==> config.mk <==
export PLATFORM = sky130hd
export DESIGN_NAME = rtr_io
export DESIGN_NICKNAME = d
export VERILOG_FILES = /design/src/hdl/rtr_pkg.sv /design/src/hdl/rtr_io.sv
export VERILOG_INCLUDE_DIRS = /design/src /design/src/hdl
export SDC_FILE = /design/constraint.sdc
export NUM_CORES = 1
export LEC_CHECK = 0
export ABC_AREA = 1
export BUFFER_PORTS_ARGS = -buffer_cell sky130_fd_sc_hd__buf_2
export CORE_MARGIN = 2
export CORE_UTILIZATION = 41
export DETAILED_ROUTE_END_ITERATION = 12
export PLACE_DENSITY = 0.63
export SLEW_MARGIN = 10
export SYNTH_ARGS = -nofsm -noshare
export SYNTH_HDL_FRONTEND = slang
export SYNTH_SLANG_ARGS = --single-unit
==> constraint.sdc <==
create_clock -name clk -period 5.5 [get_ports clk]
set_input_delay 1.1 -clock clk [delete_from_list [all_inputs] [get_ports clk]]
set_output_delay 1.1 -clock clk [all_outputs]
set_load 0.01 [all_outputs]
==> src/hdl/rtr_defs.svh <==
`ifndef RTR_DEFS_SVH
`define RTR_DEFS_SVH
// register byte offsets
`define RTR_OFS_CFG 8'h00
`define RTR_OFS_SUCC_HOLD 8'h04
`define RTR_OFS_FAIL_HOLD 8'h08
`define RTR_OFS_CMD 8'h0c
`define RTR_OFS_STATUS 8'h10
`define RTR_OFS_ACTIVE 8'h14
// configuration field positions
`define RTR_CFG_PORT_LSB 0
`define RTR_CFG_SER_FC_BIT 2
`define RTR_CFG_NET_FC_BIT 3
`define RTR_CFG_MAPA_LSB 4
`define RTR_CFG_MAPB_LSB 6
// command bits
`define RTR_CMD_TRIG_BIT 0
`define RTR_CMD_SAVE_BIT 1
// reset values
`define RTR_CFG_RST 8'h00
`define RTR_SUCC_HOLD_RST 16'h0064
`define RTR_FAIL_HOLD_RST 16'h0064
// timing, in their own units
`define RTR_CLK_NS 8
`define RTR_TICK_NS 1000000
`define RTR_CHATTER_MS 10
`define RTR_BEEP_SHORT_MS 60
`define RTR_BEEP_LONG_MS 300
`define RTR_BEEP_GAP_MS 100
`define RTR_BLINK_MS 100
`define RTR_POWERUP_LONG 2
`define RTR_POWERUP_SHORT 3
`define RTR_GOOD_SHORT 1
`endif

==> src/hdl/rtr_pkg.sv <==
package rtr_pkg;
	typedef enum logic [2:0] {
		RTR_IDLE = 3'b000,
		RTR_DEBOUNCE = 3'b001,
		RTR_READ = 3'b010,
		RTR_SEND = 3'b011
	} rtr_state_e;
	typedef enum logic [1:0] {
		RTR_MAP_RESULT = 2'b00,
		RTR_MAP_READY = 2'b01,
		RTR_MAP_BUSY1 = 2'b10,
		RTR_MAP_BUSY2 = 2'b11
	} rtr_map_e;
	typedef enum logic [1:0] {
		RTR_PORT_SERIAL = 2'b00,
		RTR_PORT_NETWORK = 2'b01,
		RTR_PORT_BOTH = 2'b10
	} rtr_port_e;
	typedef logic [15:0] rtr_hold_t;
endpackage : rtr_pkg

==> src/hdl/rtr_io.sv <==
// Functional notes
// - ready light is on whenever a read request can be accepted
// - trigger light turns on when any trigger source starts a read
// - success light turns on when a read decodes at least one symbol
// - failure light turns on when a read completes without decode
// - success output holds for success hold time, drops at next read
// - failure output holds for failure hold time, drops at next read
// - output mapped as ready is on while a new read is accepted
// - busy variant one: on while reading, not debouncing, off after decode
// - busy variant two: like one but off after result transmission
// - default mapping success/failure; remap applies after save and reset
// - trigger pin active level or port command starts a read
// - exactly three trigger sources: port command, pin, button; code also starts a read from the CMD register trigger bit
// - good read: one short beep, send data, success output and light
// - failed read: no beep, send error code, failure output and light
// - port select 0 serial, 1 network, 2 both
// - both ports and one refuses data: stall all result output; code stalls only tx_start, result outputs and lights still follow
// - selected port carries commands in and results out
// - after power-up light ready, then two long and three short beeps
// - network link light steady on link, activity light blinks
`include "rtr_defs.svh"
module rtr_io import rtr_pkg::*; #(
	parameter int TICK_CYCLES = `RTR_TICK_NS / `RTR_CLK_NS
) (
	// clock, reset, enable
	input wire logic clk,
	input wire logic rst,
	input wire logic por,
	input wire logic ce,
	// wishbone slave
	input wire logic wb_cyc_i,
	input wire logic wb_stb_i,
	input wire logic wb_we_i,
	input wire logic [7:0] wb_adr_i,
	input wire logic [3:0] wb_sel_i,
	input wire logic [31:0] wb_dat_i,
	output logic [31:0] wb_dat_o,
	output logic wb_ack_o,
	// trigger sources
	input wire logic trig_pin,
	input wire logic read_button,
	input wire logic ser_cmd_trig,
	input wire logic net_cmd_trig,
	// decode engine
	output logic read_start,
	input wire logic decode_done,
	input wire logic decode_ok,
	// result transmission
	output logic tx_start,
	output logic tx_ser_en,
	output logic tx_net_en,
	output logic tx_is_error,
	input wire logic tx_done,
	input wire logic ser_refuse,
	input wire logic net_refuse,
	// network status
	input wire logic net_link,
	input wire logic net_activity,
	// indicators, beeper, isolated outputs
	output logic led_ready,
	output logic led_trigger,
	output logic led_success,
	output logic led_failure,
	output logic led_net_link,
	output logic led_net_act,
	output logic beep,
	output logic out_a,
	output logic out_b
);
	localparam int CHAT_CYC = `RTR_CHATTER_MS * TICK_CYCLES;

	// pin synchronisers: first stage read only by second
	logic [3:0] sync1_reg;
	logic [3:0] sync2_reg;
	logic trig_prev_reg;
	logic btn_prev_reg;
	always_ff @(posedge clk) begin
		if (rst) begin
			sync1_reg <= 4'h0;
			sync2_reg <= 4'h0;
		end else if (ce) begin
			sync1_reg <= {net_activity, net_link, read_button, trig_pin};
			sync2_reg <= sync1_reg;
		end
	end

	// millisecond tick
	logic [31:0] tick_cnt_reg;
	logic tick;
	assign tick = (tick_cnt_reg == 32'(TICK_CYCLES - 1));
	always_ff @(posedge clk) begin
		if (rst || (ce && tick)) begin
			tick_cnt_reg <= 32'h0;
		end else if (ce) begin
			tick_cnt_reg <= tick_cnt_reg + 32'h1;
		end
	end

	// software configuration
	logic [7:0] cfg_reg;
	logic [7:0] saved_reg;
	logic [7:0] active_reg;
	rtr_hold_t succ_hold_reg;
	rtr_hold_t fail_hold_reg;
	logic soft_trig_reg;
	logic wb_hit;
	logic wb_wr;
	assign wb_hit = wb_cyc_i && wb_stb_i && !wb_ack_o;
	assign wb_wr = wb_hit && wb_we_i;

	always_ff @(posedge clk) begin
		if (rst) begin
			cfg_reg <= `RTR_CFG_RST;
			succ_hold_reg <= `RTR_SUCC_HOLD_RST;
			fail_hold_reg <= `RTR_FAIL_HOLD_RST;
		end else if (ce && wb_wr && wb_sel_i[0]) begin
			if (wb_adr_i == `RTR_OFS_CFG) begin
				cfg_reg <= wb_dat_i[7:0];
			end
			if (wb_adr_i == `RTR_OFS_SUCC_HOLD) begin
				succ_hold_reg[7:0] <= wb_dat_i[7:0];
			end
			if (wb_adr_i == `RTR_OFS_FAIL_HOLD) begin
				fail_hold_reg[7:0] <= wb_dat_i[7:0];
			end
		end
		if (!rst && ce && wb_wr && wb_sel_i[1]) begin
			if (wb_adr_i == `RTR_OFS_SUCC_HOLD) begin
				succ_hold_reg[15:8] <= wb_dat_i[15:8];
			end
			if (wb_adr_i == `RTR_OFS_FAIL_HOLD) begin
				fail_hold_reg[15:8] <= wb_dat_i[15:8];
			end
		end
	end

	// saved copy survives rst, mapping is taken up only at reset
	always_ff @(posedge clk) begin
		if (por) begin
			saved_reg <= `RTR_CFG_RST;
		end else if (ce && wb_wr && wb_sel_i[0] && wb_adr_i == `RTR_OFS_CMD
				&& wb_dat_i[`RTR_CMD_SAVE_BIT]) begin
			saved_reg <= cfg_reg;
		end
	end
	always_ff @(posedge clk) begin
		if (por) begin
			active_reg <= `RTR_CFG_RST;
		end else if (rst) begin
			active_reg <= saved_reg;
		end
	end

	always_ff @(posedge clk) begin
		if (rst) begin
			soft_trig_reg <= 1'b0;
		end else if (ce) begin
			soft_trig_reg <= wb_wr && wb_sel_i[0]
				&& wb_adr_i == `RTR_OFS_CMD && wb_dat_i[`RTR_CMD_TRIG_BIT];
		end
	end

	rtr_port_e port_sel;
	logic use_ser;
	logic use_net;
	assign port_sel = rtr_port_e'(cfg_reg[`RTR_CFG_PORT_LSB +: 2]);
	assign use_ser = (port_sel == RTR_PORT_SERIAL)
		|| (port_sel == RTR_PORT_BOTH);
	assign use_net = (port_sel == RTR_PORT_NETWORK)
		|| (port_sel == RTR_PORT_BOTH);

	// five sources; pin or button edge, register command or port command
	logic pin_start;
	logic cmd_start;
	assign pin_start = (sync2_reg[0] && !trig_prev_reg)
		|| (sync2_reg[1] && !btn_prev_reg);
	// commands only accepted on the selected port
	assign cmd_start = soft_trig_reg || (ser_cmd_trig && use_ser)
		|| (net_cmd_trig && use_net);
	always_ff @(posedge clk) begin
		if (rst) begin
			trig_prev_reg <= 1'b0;
			btn_prev_reg <= 1'b0;
		end else if (ce) begin
			trig_prev_reg <= sync2_reg[0];
			btn_prev_reg <= sync2_reg[1];
		end
	end

	// stall when both ports selected and one refuses
	logic tx_stall;
	assign tx_stall = (port_sel == RTR_PORT_BOTH) && (ser_refuse || net_refuse);

	// read sequencer
	rtr_state_e state_reg;
	logic [31:0] chat_cnt_reg;
	logic result_ok_reg;
	logic tx_pend_reg;
	logic result_evt;
	assign result_evt = (state_reg == RTR_READ) && decode_done;
	always_ff @(posedge clk) begin
		if (rst) begin
			state_reg <= RTR_IDLE;
			chat_cnt_reg <= 32'h0;
			result_ok_reg <= 1'b0;
			tx_pend_reg <= 1'b0;
			read_start <= 1'b0;
			tx_start <= 1'b0;
		end else if (ce) begin
			read_start <= 1'b0;
			tx_start <= 1'b0;
			unique case (state_reg)
				RTR_IDLE: begin
					if (cmd_start) begin
						state_reg <= RTR_READ;
						read_start <= 1'b1;
					end else if (pin_start) begin
						state_reg <= RTR_DEBOUNCE;
						chat_cnt_reg <= 32'h0;
					end
				end
				RTR_DEBOUNCE: begin
					chat_cnt_reg <= chat_cnt_reg + 32'h1;
					if (chat_cnt_reg == 32'(CHAT_CYC - 1)) begin
						state_reg <= RTR_READ;
						read_start <= 1'b1;
					end
				end
				RTR_READ: begin
					if (decode_done) begin
						result_ok_reg <= decode_ok;
						tx_pend_reg <= 1'b1;
						state_reg <= RTR_SEND;
					end
				end
				RTR_SEND: begin
					// send data or error once not stalled
					if (tx_pend_reg && !tx_stall) begin
						tx_start <= 1'b1;
						tx_pend_reg <= 1'b0;
					end else if (!tx_pend_reg && tx_done) begin
						state_reg <= RTR_IDLE;
					end
				end
				default: state_reg <= RTR_IDLE;
			endcase
		end
	end

	always_ff @(posedge clk) begin
		if (rst) begin
			tx_ser_en <= 1'b0;
			tx_net_en <= 1'b0;
			tx_is_error <= 1'b0;
		end else if (ce) begin
			// results leave on the selected port
			tx_ser_en <= use_ser;
			tx_net_en <= use_net;
			tx_is_error <= !result_ok_reg;
		end
	end

	// result hold timers
	rtr_hold_t succ_cnt_reg;
	rtr_hold_t fail_cnt_reg;
	logic succ_on_reg;
	logic fail_on_reg;
	always_ff @(posedge clk) begin
		if (rst) begin
			succ_on_reg <= 1'b0;
			fail_on_reg <= 1'b0;
			succ_cnt_reg <= '0;
			fail_cnt_reg <= '0;
		end else if (ce) begin
			// new read clears both held results
			if (read_start) begin
				succ_on_reg <= 1'b0;
				fail_on_reg <= 1'b0;
			end else if (result_evt) begin
				// at most one of the two is raised; none if its hold time is zero
				succ_on_reg <= decode_ok && (succ_hold_reg != '0);
				fail_on_reg <= !decode_ok && (fail_hold_reg != '0);
				succ_cnt_reg <= succ_hold_reg;
				fail_cnt_reg <= fail_hold_reg;
			end else if (tick) begin
				if (succ_on_reg) begin
					succ_cnt_reg <= succ_cnt_reg - 16'h1;
					succ_on_reg <= (succ_cnt_reg != 16'h1);
				end
				if (fail_on_reg) begin
					fail_cnt_reg <= fail_cnt_reg - 16'h1;
					fail_on_reg <= (fail_cnt_reg != 16'h1);
				end
			end
		end
	end

	// status terms
	logic ready;
	logic busy1;
	logic busy2;
	assign ready = (state_reg == RTR_IDLE);
	assign busy1 = (state_reg == RTR_READ);
	assign busy2 = busy1 || (state_reg == RTR_SEND);

	function automatic logic map_out(input logic [1:0] m, input logic res);
		unique case (rtr_map_e'(m))
			RTR_MAP_RESULT: map_out = res;
			RTR_MAP_READY: map_out = ready;
			RTR_MAP_BUSY1: map_out = busy1;
			RTR_MAP_BUSY2: map_out = busy2;
		endcase
	endfunction : map_out

	// isolated outputs and indicators
	always_ff @(posedge clk) begin
		if (rst) begin
			out_a <= 1'b0;
			out_b <= 1'b0;
			led_ready <= 1'b0;
			led_trigger <= 1'b0;
			led_success <= 1'b0;
			led_failure <= 1'b0;
		end else if (ce) begin
			out_a <= map_out(active_reg[`RTR_CFG_MAPA_LSB +: 2], succ_on_reg);
			out_b <= map_out(active_reg[`RTR_CFG_MAPB_LSB +: 2], fail_on_reg);
			led_ready <= ready;
			// trigger light from start until result
			if (read_start || (state_reg == RTR_DEBOUNCE)) begin
				led_trigger <= 1'b1;
			end else if (result_evt) begin
				led_trigger <= 1'b0;
			end
			// result lights follow the hold timers
			led_success <= succ_on_reg;
			led_failure <= fail_on_reg;
		end
	end

	logic [15:0] blink_cnt_reg;
	always_ff @(posedge clk) begin
		if (rst) begin
			led_net_link <= 1'b0;
			led_net_act <= 1'b0;
			blink_cnt_reg <= 16'h0;
		end else if (ce) begin
			led_net_link <= sync2_reg[2];
			if (!sync2_reg[3]) begin
				led_net_act <= 1'b0;
				blink_cnt_reg <= 16'h0;
			end else if (tick) begin
				if (blink_cnt_reg == 16'(`RTR_BLINK_MS - 1)) begin
					blink_cnt_reg <= 16'h0;
					led_net_act <= !led_net_act;
				end else begin
					blink_cnt_reg <= blink_cnt_reg + 16'h1;
				end
			end
		end
	end

	// beeper: longs first, then shorts, gap between tones
	logic [1:0] longs_reg;
	logic [4:0] shorts_reg;
	logic [15:0] beep_cnt_reg;
	always_ff @(posedge clk) begin
		if (rst) begin
			longs_reg <= 2'(`RTR_POWERUP_LONG);
			shorts_reg <= 5'(`RTR_POWERUP_SHORT);
			beep_cnt_reg <= 16'h0;
			beep <= 1'b0;
		end else if (ce) begin
			// good read adds one short beep; none on failure
			// queue saturates: a burst of reads drops beeps, never wraps
			if (result_evt && decode_ok && shorts_reg != 5'h1f) begin
				shorts_reg <= shorts_reg + 5'(`RTR_GOOD_SHORT);
			end
			if (tick) begin
				if (beep_cnt_reg != 16'h0) begin
					beep_cnt_reg <= beep_cnt_reg - 16'h1;
				end else if (beep) begin
					beep <= 1'b0;
					beep_cnt_reg <= 16'(`RTR_BEEP_GAP_MS - 1);
				end else if (longs_reg != 2'h0) begin
					beep <= 1'b1;
					longs_reg <= longs_reg - 2'h1;
					beep_cnt_reg <= 16'(`RTR_BEEP_LONG_MS - 1);
				end else if (shorts_reg != 5'h00
						&& !(result_evt && decode_ok)) begin
					beep <= 1'b1;
					shorts_reg <= shorts_reg - 5'h01;
					beep_cnt_reg <= 16'(`RTR_BEEP_SHORT_MS - 1);
				end
			end
		end
	end

	// register reads; unmapped offsets read zero
	logic [31:0] rd_data;
	always_comb begin
		rd_data = 32'h0;
		unique case (wb_adr_i)
			`RTR_OFS_CFG: rd_data = {24'h0, cfg_reg};
			`RTR_OFS_SUCC_HOLD: rd_data = {16'h0, succ_hold_reg};
			`RTR_OFS_FAIL_HOLD: rd_data = {16'h0, fail_hold_reg};
			`RTR_OFS_STATUS: rd_data = {20'h0, tx_stall, beep, fail_on_reg,
				succ_on_reg, busy2, busy1, ready, 2'h0, state_reg};
			`RTR_OFS_ACTIVE: rd_data = {16'h0, saved_reg, active_reg};
			default: rd_data = 32'h0;
		endcase
	end

	always_ff @(posedge clk) begin
		if (rst) begin
			wb_ack_o <= 1'b0;
			wb_dat_o <= 32'h0;
		end else if (ce) begin
			wb_ack_o <= wb_hit;
			wb_dat_o <= wb_hit ? rd_data : 32'h0;
		end
	end
endmodule : rtr_io

# After elaboration in Yosys (flattened, before gate mapping)
# Index checks and enable logic that the tools add are counted.
classes:
  n_mux: 63
  n_addsub: 9
  bitwise: 3
  n_reduce_logical: 80
  eq_ne: 32
op_table:
  columns: ["cell", "n"]
  rows:
  - ["two-way mux 16 bit", 13]
  - ["two-way mux 32 bit", 3]
  - ["case mux 16 bit (5 select lines)", 1]
  - ["adder 32 x 1 -> 32 bit (second input constant)", 2]
  - ["case mux 32 bit (2 select lines)", 1]
  - ["two-way mux 8 bit", 6]
  - ["nonzero test 16 bit", 3]
  - ["subtractor 16 x 1 -> 16 bit (second input constant)", 3]
  - ["equality test 32 x 17 -> 1 bit (second input constant)", 1]
  - ["equality test 32 x 21 -> 1 bit (second input constant)", 1]
  - ["!= test 16 x 1 -> 1 bit (second input constant)", 2]
  - ["two-way mux 5 bit", 6]
  - ["logical AND 1 bit", 27]
  - ["two-way mux 1 bit", 22]
  - ["two-way mux 3 bit", 6]
  - ["adder 16 x 1 -> 16 bit (second input constant)", 1]
  - ["equality test 16 x 7 -> 1 bit (second input constant)", 1]
  - ["equality test 8 x 4 -> 1 bit (second input constant)", 2]
  - ["equality test 8 x 5 -> 1 bit (second input constant)", 2]
  - ["AND reduction 4 bit", 4]
  - ["!= test 2 bit (second input constant)", 7]
  - ["nonzero test 2 bit", 7]
  - ["case mux 3 bit (4 select lines)", 1]
  - ["AND reduction 2 bit", 6]
  - ["other kinds (25)", 59]
word_totals:
  regBits: 256
  wordCells: 228
  in_bits: 62

# Logic depth before layout (Yosys ltp)
depth:
  word_depth: 10
  ltp_mapped: 14
  depth_no_buf: 13

# Worst setup path before layout
# OpenSTA, ideal clock, no wires.
synth_timing:
  kind: "in2reg"
  start: "input port wb_adr_i[5]"
  end: "register fail_hold_reg[13]"
  n_path_buf: 1
  stages: 9
  t_arrival_ns: 2.168
  slack_ns: 3.211
  setup_time_ns: 0.121
  path_cell_list: "nor2_1 > nand2_1 > nor2_4 > nand2_1 > inv_2 > nand2_1 > buf_2 > nand3_1 > o21ai_0"
synth_via:
  elab_chain_len: 3
synth_rtl:
  columns: ["item", "line", "source"]
  rows:
  - ["from (decl)", "rtr_io.sv:34", "input wire logic [7:0] wb_adr_i,"]
  - ["equality test 8 x 4 -> 1 bit", null, null]
  - ["two-way mux 8 bit", "rtr_io.sv:131", "if (wb_adr_i == `RTR_OFS_FAIL_HOLD) begin"]
  - ["two-way mux 8 bit", "rtr_io.sv:127", "if (!rst && ce && wb_wr && wb_sel_i[1]) begin"]
  - ["to (signal assigned)", "rtr_io.sv:115", "fail_hold_reg <= `RTR_FAIL_HOLD_RST;"]
  - ["to (signal assigned)", "rtr_io.sv:132", "fail_hold_reg[15:8] <= wb_dat_i[15:8];"]
  - ["to (decl)", "rtr_io.sv:104", "rtr_hold_t fail_hold_reg;"]
# Every way passes these cells.
# A chain may end at the register's enable or synchronous reset.

# Worst setup path in the final report
layout_timing:
  start: "register state_reg[1]"
  end: "register chat_cnt_reg[19]"
layout_via:
  elab_chain_len: 3
  word_cells_on_any_way: 7
  classes_between: "eq/ne (3); mux (1); reduce/logical (3)"
layout_rtl:
  columns: ["item", "line", "source"]
  rows:
  - ["from (decl)", "rtr_io.sv:195", "rtr_state_e state_reg;"]
  - ["from (signal assigned)", "rtr_io.sv:203", "state_reg <= RTR_IDLE;"]
  - ["from (signal assigned)", "rtr_io.sv:215", "state_reg <= RTR_READ;"]
  - ["from (signal assigned)", "rtr_io.sv:218", "state_reg <= RTR_DEBOUNCE;"]
  - ["equality test 3 x 1 -> 1 bit / zero test 3 bit (equally long branches)", "rtr_io.sv:212", "unique case (state_reg)"]
  - ["nonzero test 2 bit (no source line) / != test 2 bit (equally long branches)", null, null]
  - ["AND reduction 4 bit (no source line)", null, null]
  - ["to (signal assigned)", "rtr_io.sv:223", "chat_cnt_reg <= chat_cnt_reg + 32'h1;"]
  - ["to (decl)", "rtr_io.sv:196", "logic [31:0] chat_cnt_reg;"]
# Parallel ways exist; a longest one is shown, timed or not.

==> key figures <==
Placed design
  • RePlAce Congestion: approximately 0.92
  • Post-DP HPWL: 26.6 mm
  • Pre-CTS WS: 2.13 ns
  • # port buffers: between 70 and 80

Yosys
  • Post-Syn Area: 13,600 sq um
  • Post-synthesis cell type count: 47
  • Post-synthesis simple-gate area fraction: 38.4%
  • Synth Warn #: 0
  • Syn_area_per_cell: 6.32 sq um
  • Largest family of logic cells by synthesized area: simple AND/OR/NAND/NOR gates
  • Post-synth EDFFs: 0
  • Post-synthesis mux area share: 0%
  • Synth Area in Adders: 1.84%
  • Post-synth ARST share: 0%
  • Cells after Synth: 2,150
  • Post-Synth XOR/XNOR Area: 3.03%
  • Synth Area in Compound Gates: 12.1%
  • Primary FF master, synth: dfxtp_1
  • Seq/Total Area, Yosys: a little over a third
  • #FFs+latches synth: 239

Routing
  • Initial DRC Count: 1,105
  • Antenna Violating Nets Remaining: 0
  • Final wirelength: ~37 mm
  • First-pass DRT Iterations: 6
  • # DRC: 0
  • Wirelength per Cell: between 10 and 15 um
  • Vias: 13,551
  • DR vias/cell: between 5 and 6

GRT
  • Global-route wire length before repair: around 60 mm
  • Vias in the first global route: 12,361
  • Pin count of the biggest net entering global routing: 65
  • Gr usage total: 21.6%
  • Antenna violations before repair: 0
  • GRT overflow: 0

Setup path
  • Slowest stage delay, CP: 0.71 ns
  • CP Cell Sequence: inv_1, ha_1, or2_1, nand3_1, inv_1, nand2_1, inv_1, nand4_1, nand2_1, nand2_1, nor2_1
  • R2r startpoint: state_reg[1]
  • Crit Path Category: register to register
  • CP Data Required Time: 6.01 ns
  • Reg2Reg Setup Slack: 2.44 ns
  • Critical-path top delay cell: inv_1
  • Worst Setup Start Kind: register
  • Worst reg2reg path depth: 11
  • CP max FO: 21
  • Critical R2R Capture: chat_cnt_reg[19]
  • Critical Path Sink Type: register
  • WP data arrival: 3.57 ns

Die
  • Initial core utilization: between 40% and 50%
  • IO Pins: approximately 110
  • Die area: roughly 35,000 sq um
  • Core Area: 32,500 sq um
  • FP Rows: 66
  • Die Y-Extent: 186 um
  • Die width: between 150 and 200 um

Power
  • Final Total Pwr: 4.07 mW
  • Sequential group share of total power: a little over two fifths
  • Clock share of power: 48.0%
  • Leakage power: between 6 and 7 nW
  • Internal power component: 3.03 mW
  • Comb pwr share: ~8.2%
  • Peak VDD IR: 0.258 mV
  • Sw power: 1.04 mW
  • PD cells: 268 nW/um^2
  • Sw Ratio: 25.5%

Timing
  • Final worst-path cycle share: 55.7%
  • Final min period: 3.06 ns
  • Fin. Hold Viols: 0
  • Relative slew slack: 41.8%
  • Fin worst setup slack: roughly 2.4 ns
  • Actual slew at the worst max-slew pin: around 0.87 ns
  • RSZ-0062 raised after global routing: false
  • Clock Skew: around 0.031 ns
  • Final slew viol count: 0
  • Highest clock rate: 326 MHz
  • Finish-stage setup viols: 0
  • Setup tns final: 0 ns

Hold path
  • WHS Endpoint: tx_is_error
  • Hold depth: 1
  • HP Start: result_ok_reg
  • HP Class: register to register

Finish
  • Multi-input gate area: 7570 sq um
  • Most common cell after layout, fill and taps aside: nand2_1
  • # fillers: 3,496
  • Final Util: 46.6%
  • Layout Nets: approximately 2,300
  • Layout cells sized above 1: 8.13%
  • Reg area: 4780 sq um
  • Antenna Cells: 0
  • Most frequent cells in the layout: 545 x nand2_1, 379 x nor2_1, 239 x dfxtp_1
  • P&R area growth vs syn: 11.7%

Clock tree
  • Clock root buffer: clkbuf_16
  • Reg clk slew, reported paths: 0.06 ns
  • H-tree lvl count: 1
  • CTS sink cnt: 239
  • Post_cts resized: 0
  • Post CTS Setup Buffer Count: 0
  • Hold Buf Count CTS: 0
  • TritonCTS clock tree: yes
  • Clk_lat worst skew: 0.57 ns
  • Max clock buf depth: 3
  • Cts bufs inserted: 29

Status
  • Status: finished, final reports clean

Flow run
  • Max Cap Violations: 0
[cell type report]
class | count | area share (%)
timing repair buffer | 81 | 2.81
clock inverter | 12 | 0.875
inverter | 224 | 5.54
clock buffer | 42 | 5.63
tap | 442 | 3.65
sequential | 239 | 31.5
multi-input combinational | 1617 | 49.9
[routing by layer]
layer / vias up / share of wire [%] / GRT usage (%)
li1: 6992 / - / -
met2: 390 / 45 / 35.8
met5: - / 0 / 0
met4: 0 / 2.3 / 5.45
met3: 57 / 6.1 / 2.76
met1: 6112 / 47 / 29.6
[synthesized netlist by cell type, types with 3 or more instances]
cell type / number / area, sq um
a211oi_1: 10 / 75.1
a21oi_1: 142 / 711
a31oi_1: 4 / 25.0
and3_1: 4 / 25.0
buf_1: 8 / 30.0
buf_2: 22 / 110
buf_4: 20 / 150
clkbuf_1: 33 / 124
clkinv_1: 4 / 15.0
dfxtp_1: 239 / 4780
ha_1: 20 / 250
inv_1: 206 / 773
inv_2: 14 / 52.6
nand2_1: 545 / 2050
nand2_2: 8 / 50.1
nand3_1: 157 / 786
nand3b_1: 4 / 30.0
nand4_1: 51 / 319
nor2_1: 379 / 1420
nor2_2: 8 / 50.1
nor2_4: 3 / 33.8
nor3_1: 49 / 245
nor3_2: 3 / 30.0
nor3_4: 4 / 65.1
nor4_1: 3 / 18.8
o211ai_1: 12 / 90.1
o21ai_0: 122 / 611
o21ai_1: 7 / 35.0
xnor2_1: 8 / 70.1
xor2_1: 39 / 342
[cells by family (layout without fill, tap and decap cells)]
kind of cell	Yosys count	count (layout)
AO/OA/AOI/OAI	307	307
XOR/XNOR	47	47
adder cells (fa/ha/maj)	20	20
buffers and inverters	309	359
flip-flops	239	239
other	1	16
AND/OR/NAND/NOR	1227	1227
[through the flow]
step	instance area, sq um	hold WS [ns]	cells
after floorplan	13600	0.410	2165
after global placement	14200	0.444	2603
after CTS	15200	0.458	2657
after global routing	15200	0.486	2657
final	15200	0.443	2657
after detailed placement	14200	0.449	2603
[critical path: cells and delay by family (launching register included)]
family / cells / cell delay, ns
fa+ha+maj: 1 / 0.53
simple gates: 7 / 1.22
buf+inv: 3 / 0.91
flops: 1 / 0.35
[power groups by stage]
stage	sequential, mW	combinational, mW	clock [mW]
detailed placement	1.82	0.333	0
floorplan	1.81	0.250	0
global placement	1.82	0.330	0
global route	1.78	0.385	2.07
CTS	1.78	0.335	2.00
finish	1.78	0.335	1.95
[worst max path at each step]
stage | from | endpoint | slack (ns)
final | state_reg[1] | chat_cnt_reg[19] | 2.44
after floorplan | wb_adr_i[5] | fail_hold_reg[13] | 3.21
after global routing | state_reg[1] | chat_cnt_reg[19] | 2.12
after detailed placement | net_cmd_trig | chat_cnt_reg[19] | 2.13
after CTS | state_reg[1] | chat_cnt_reg[19] | 2.49
after global placement | net_cmd_trig | chat_cnt_reg[19] | 2.11
Note: power is estimated with default switching activity, not from simulation.
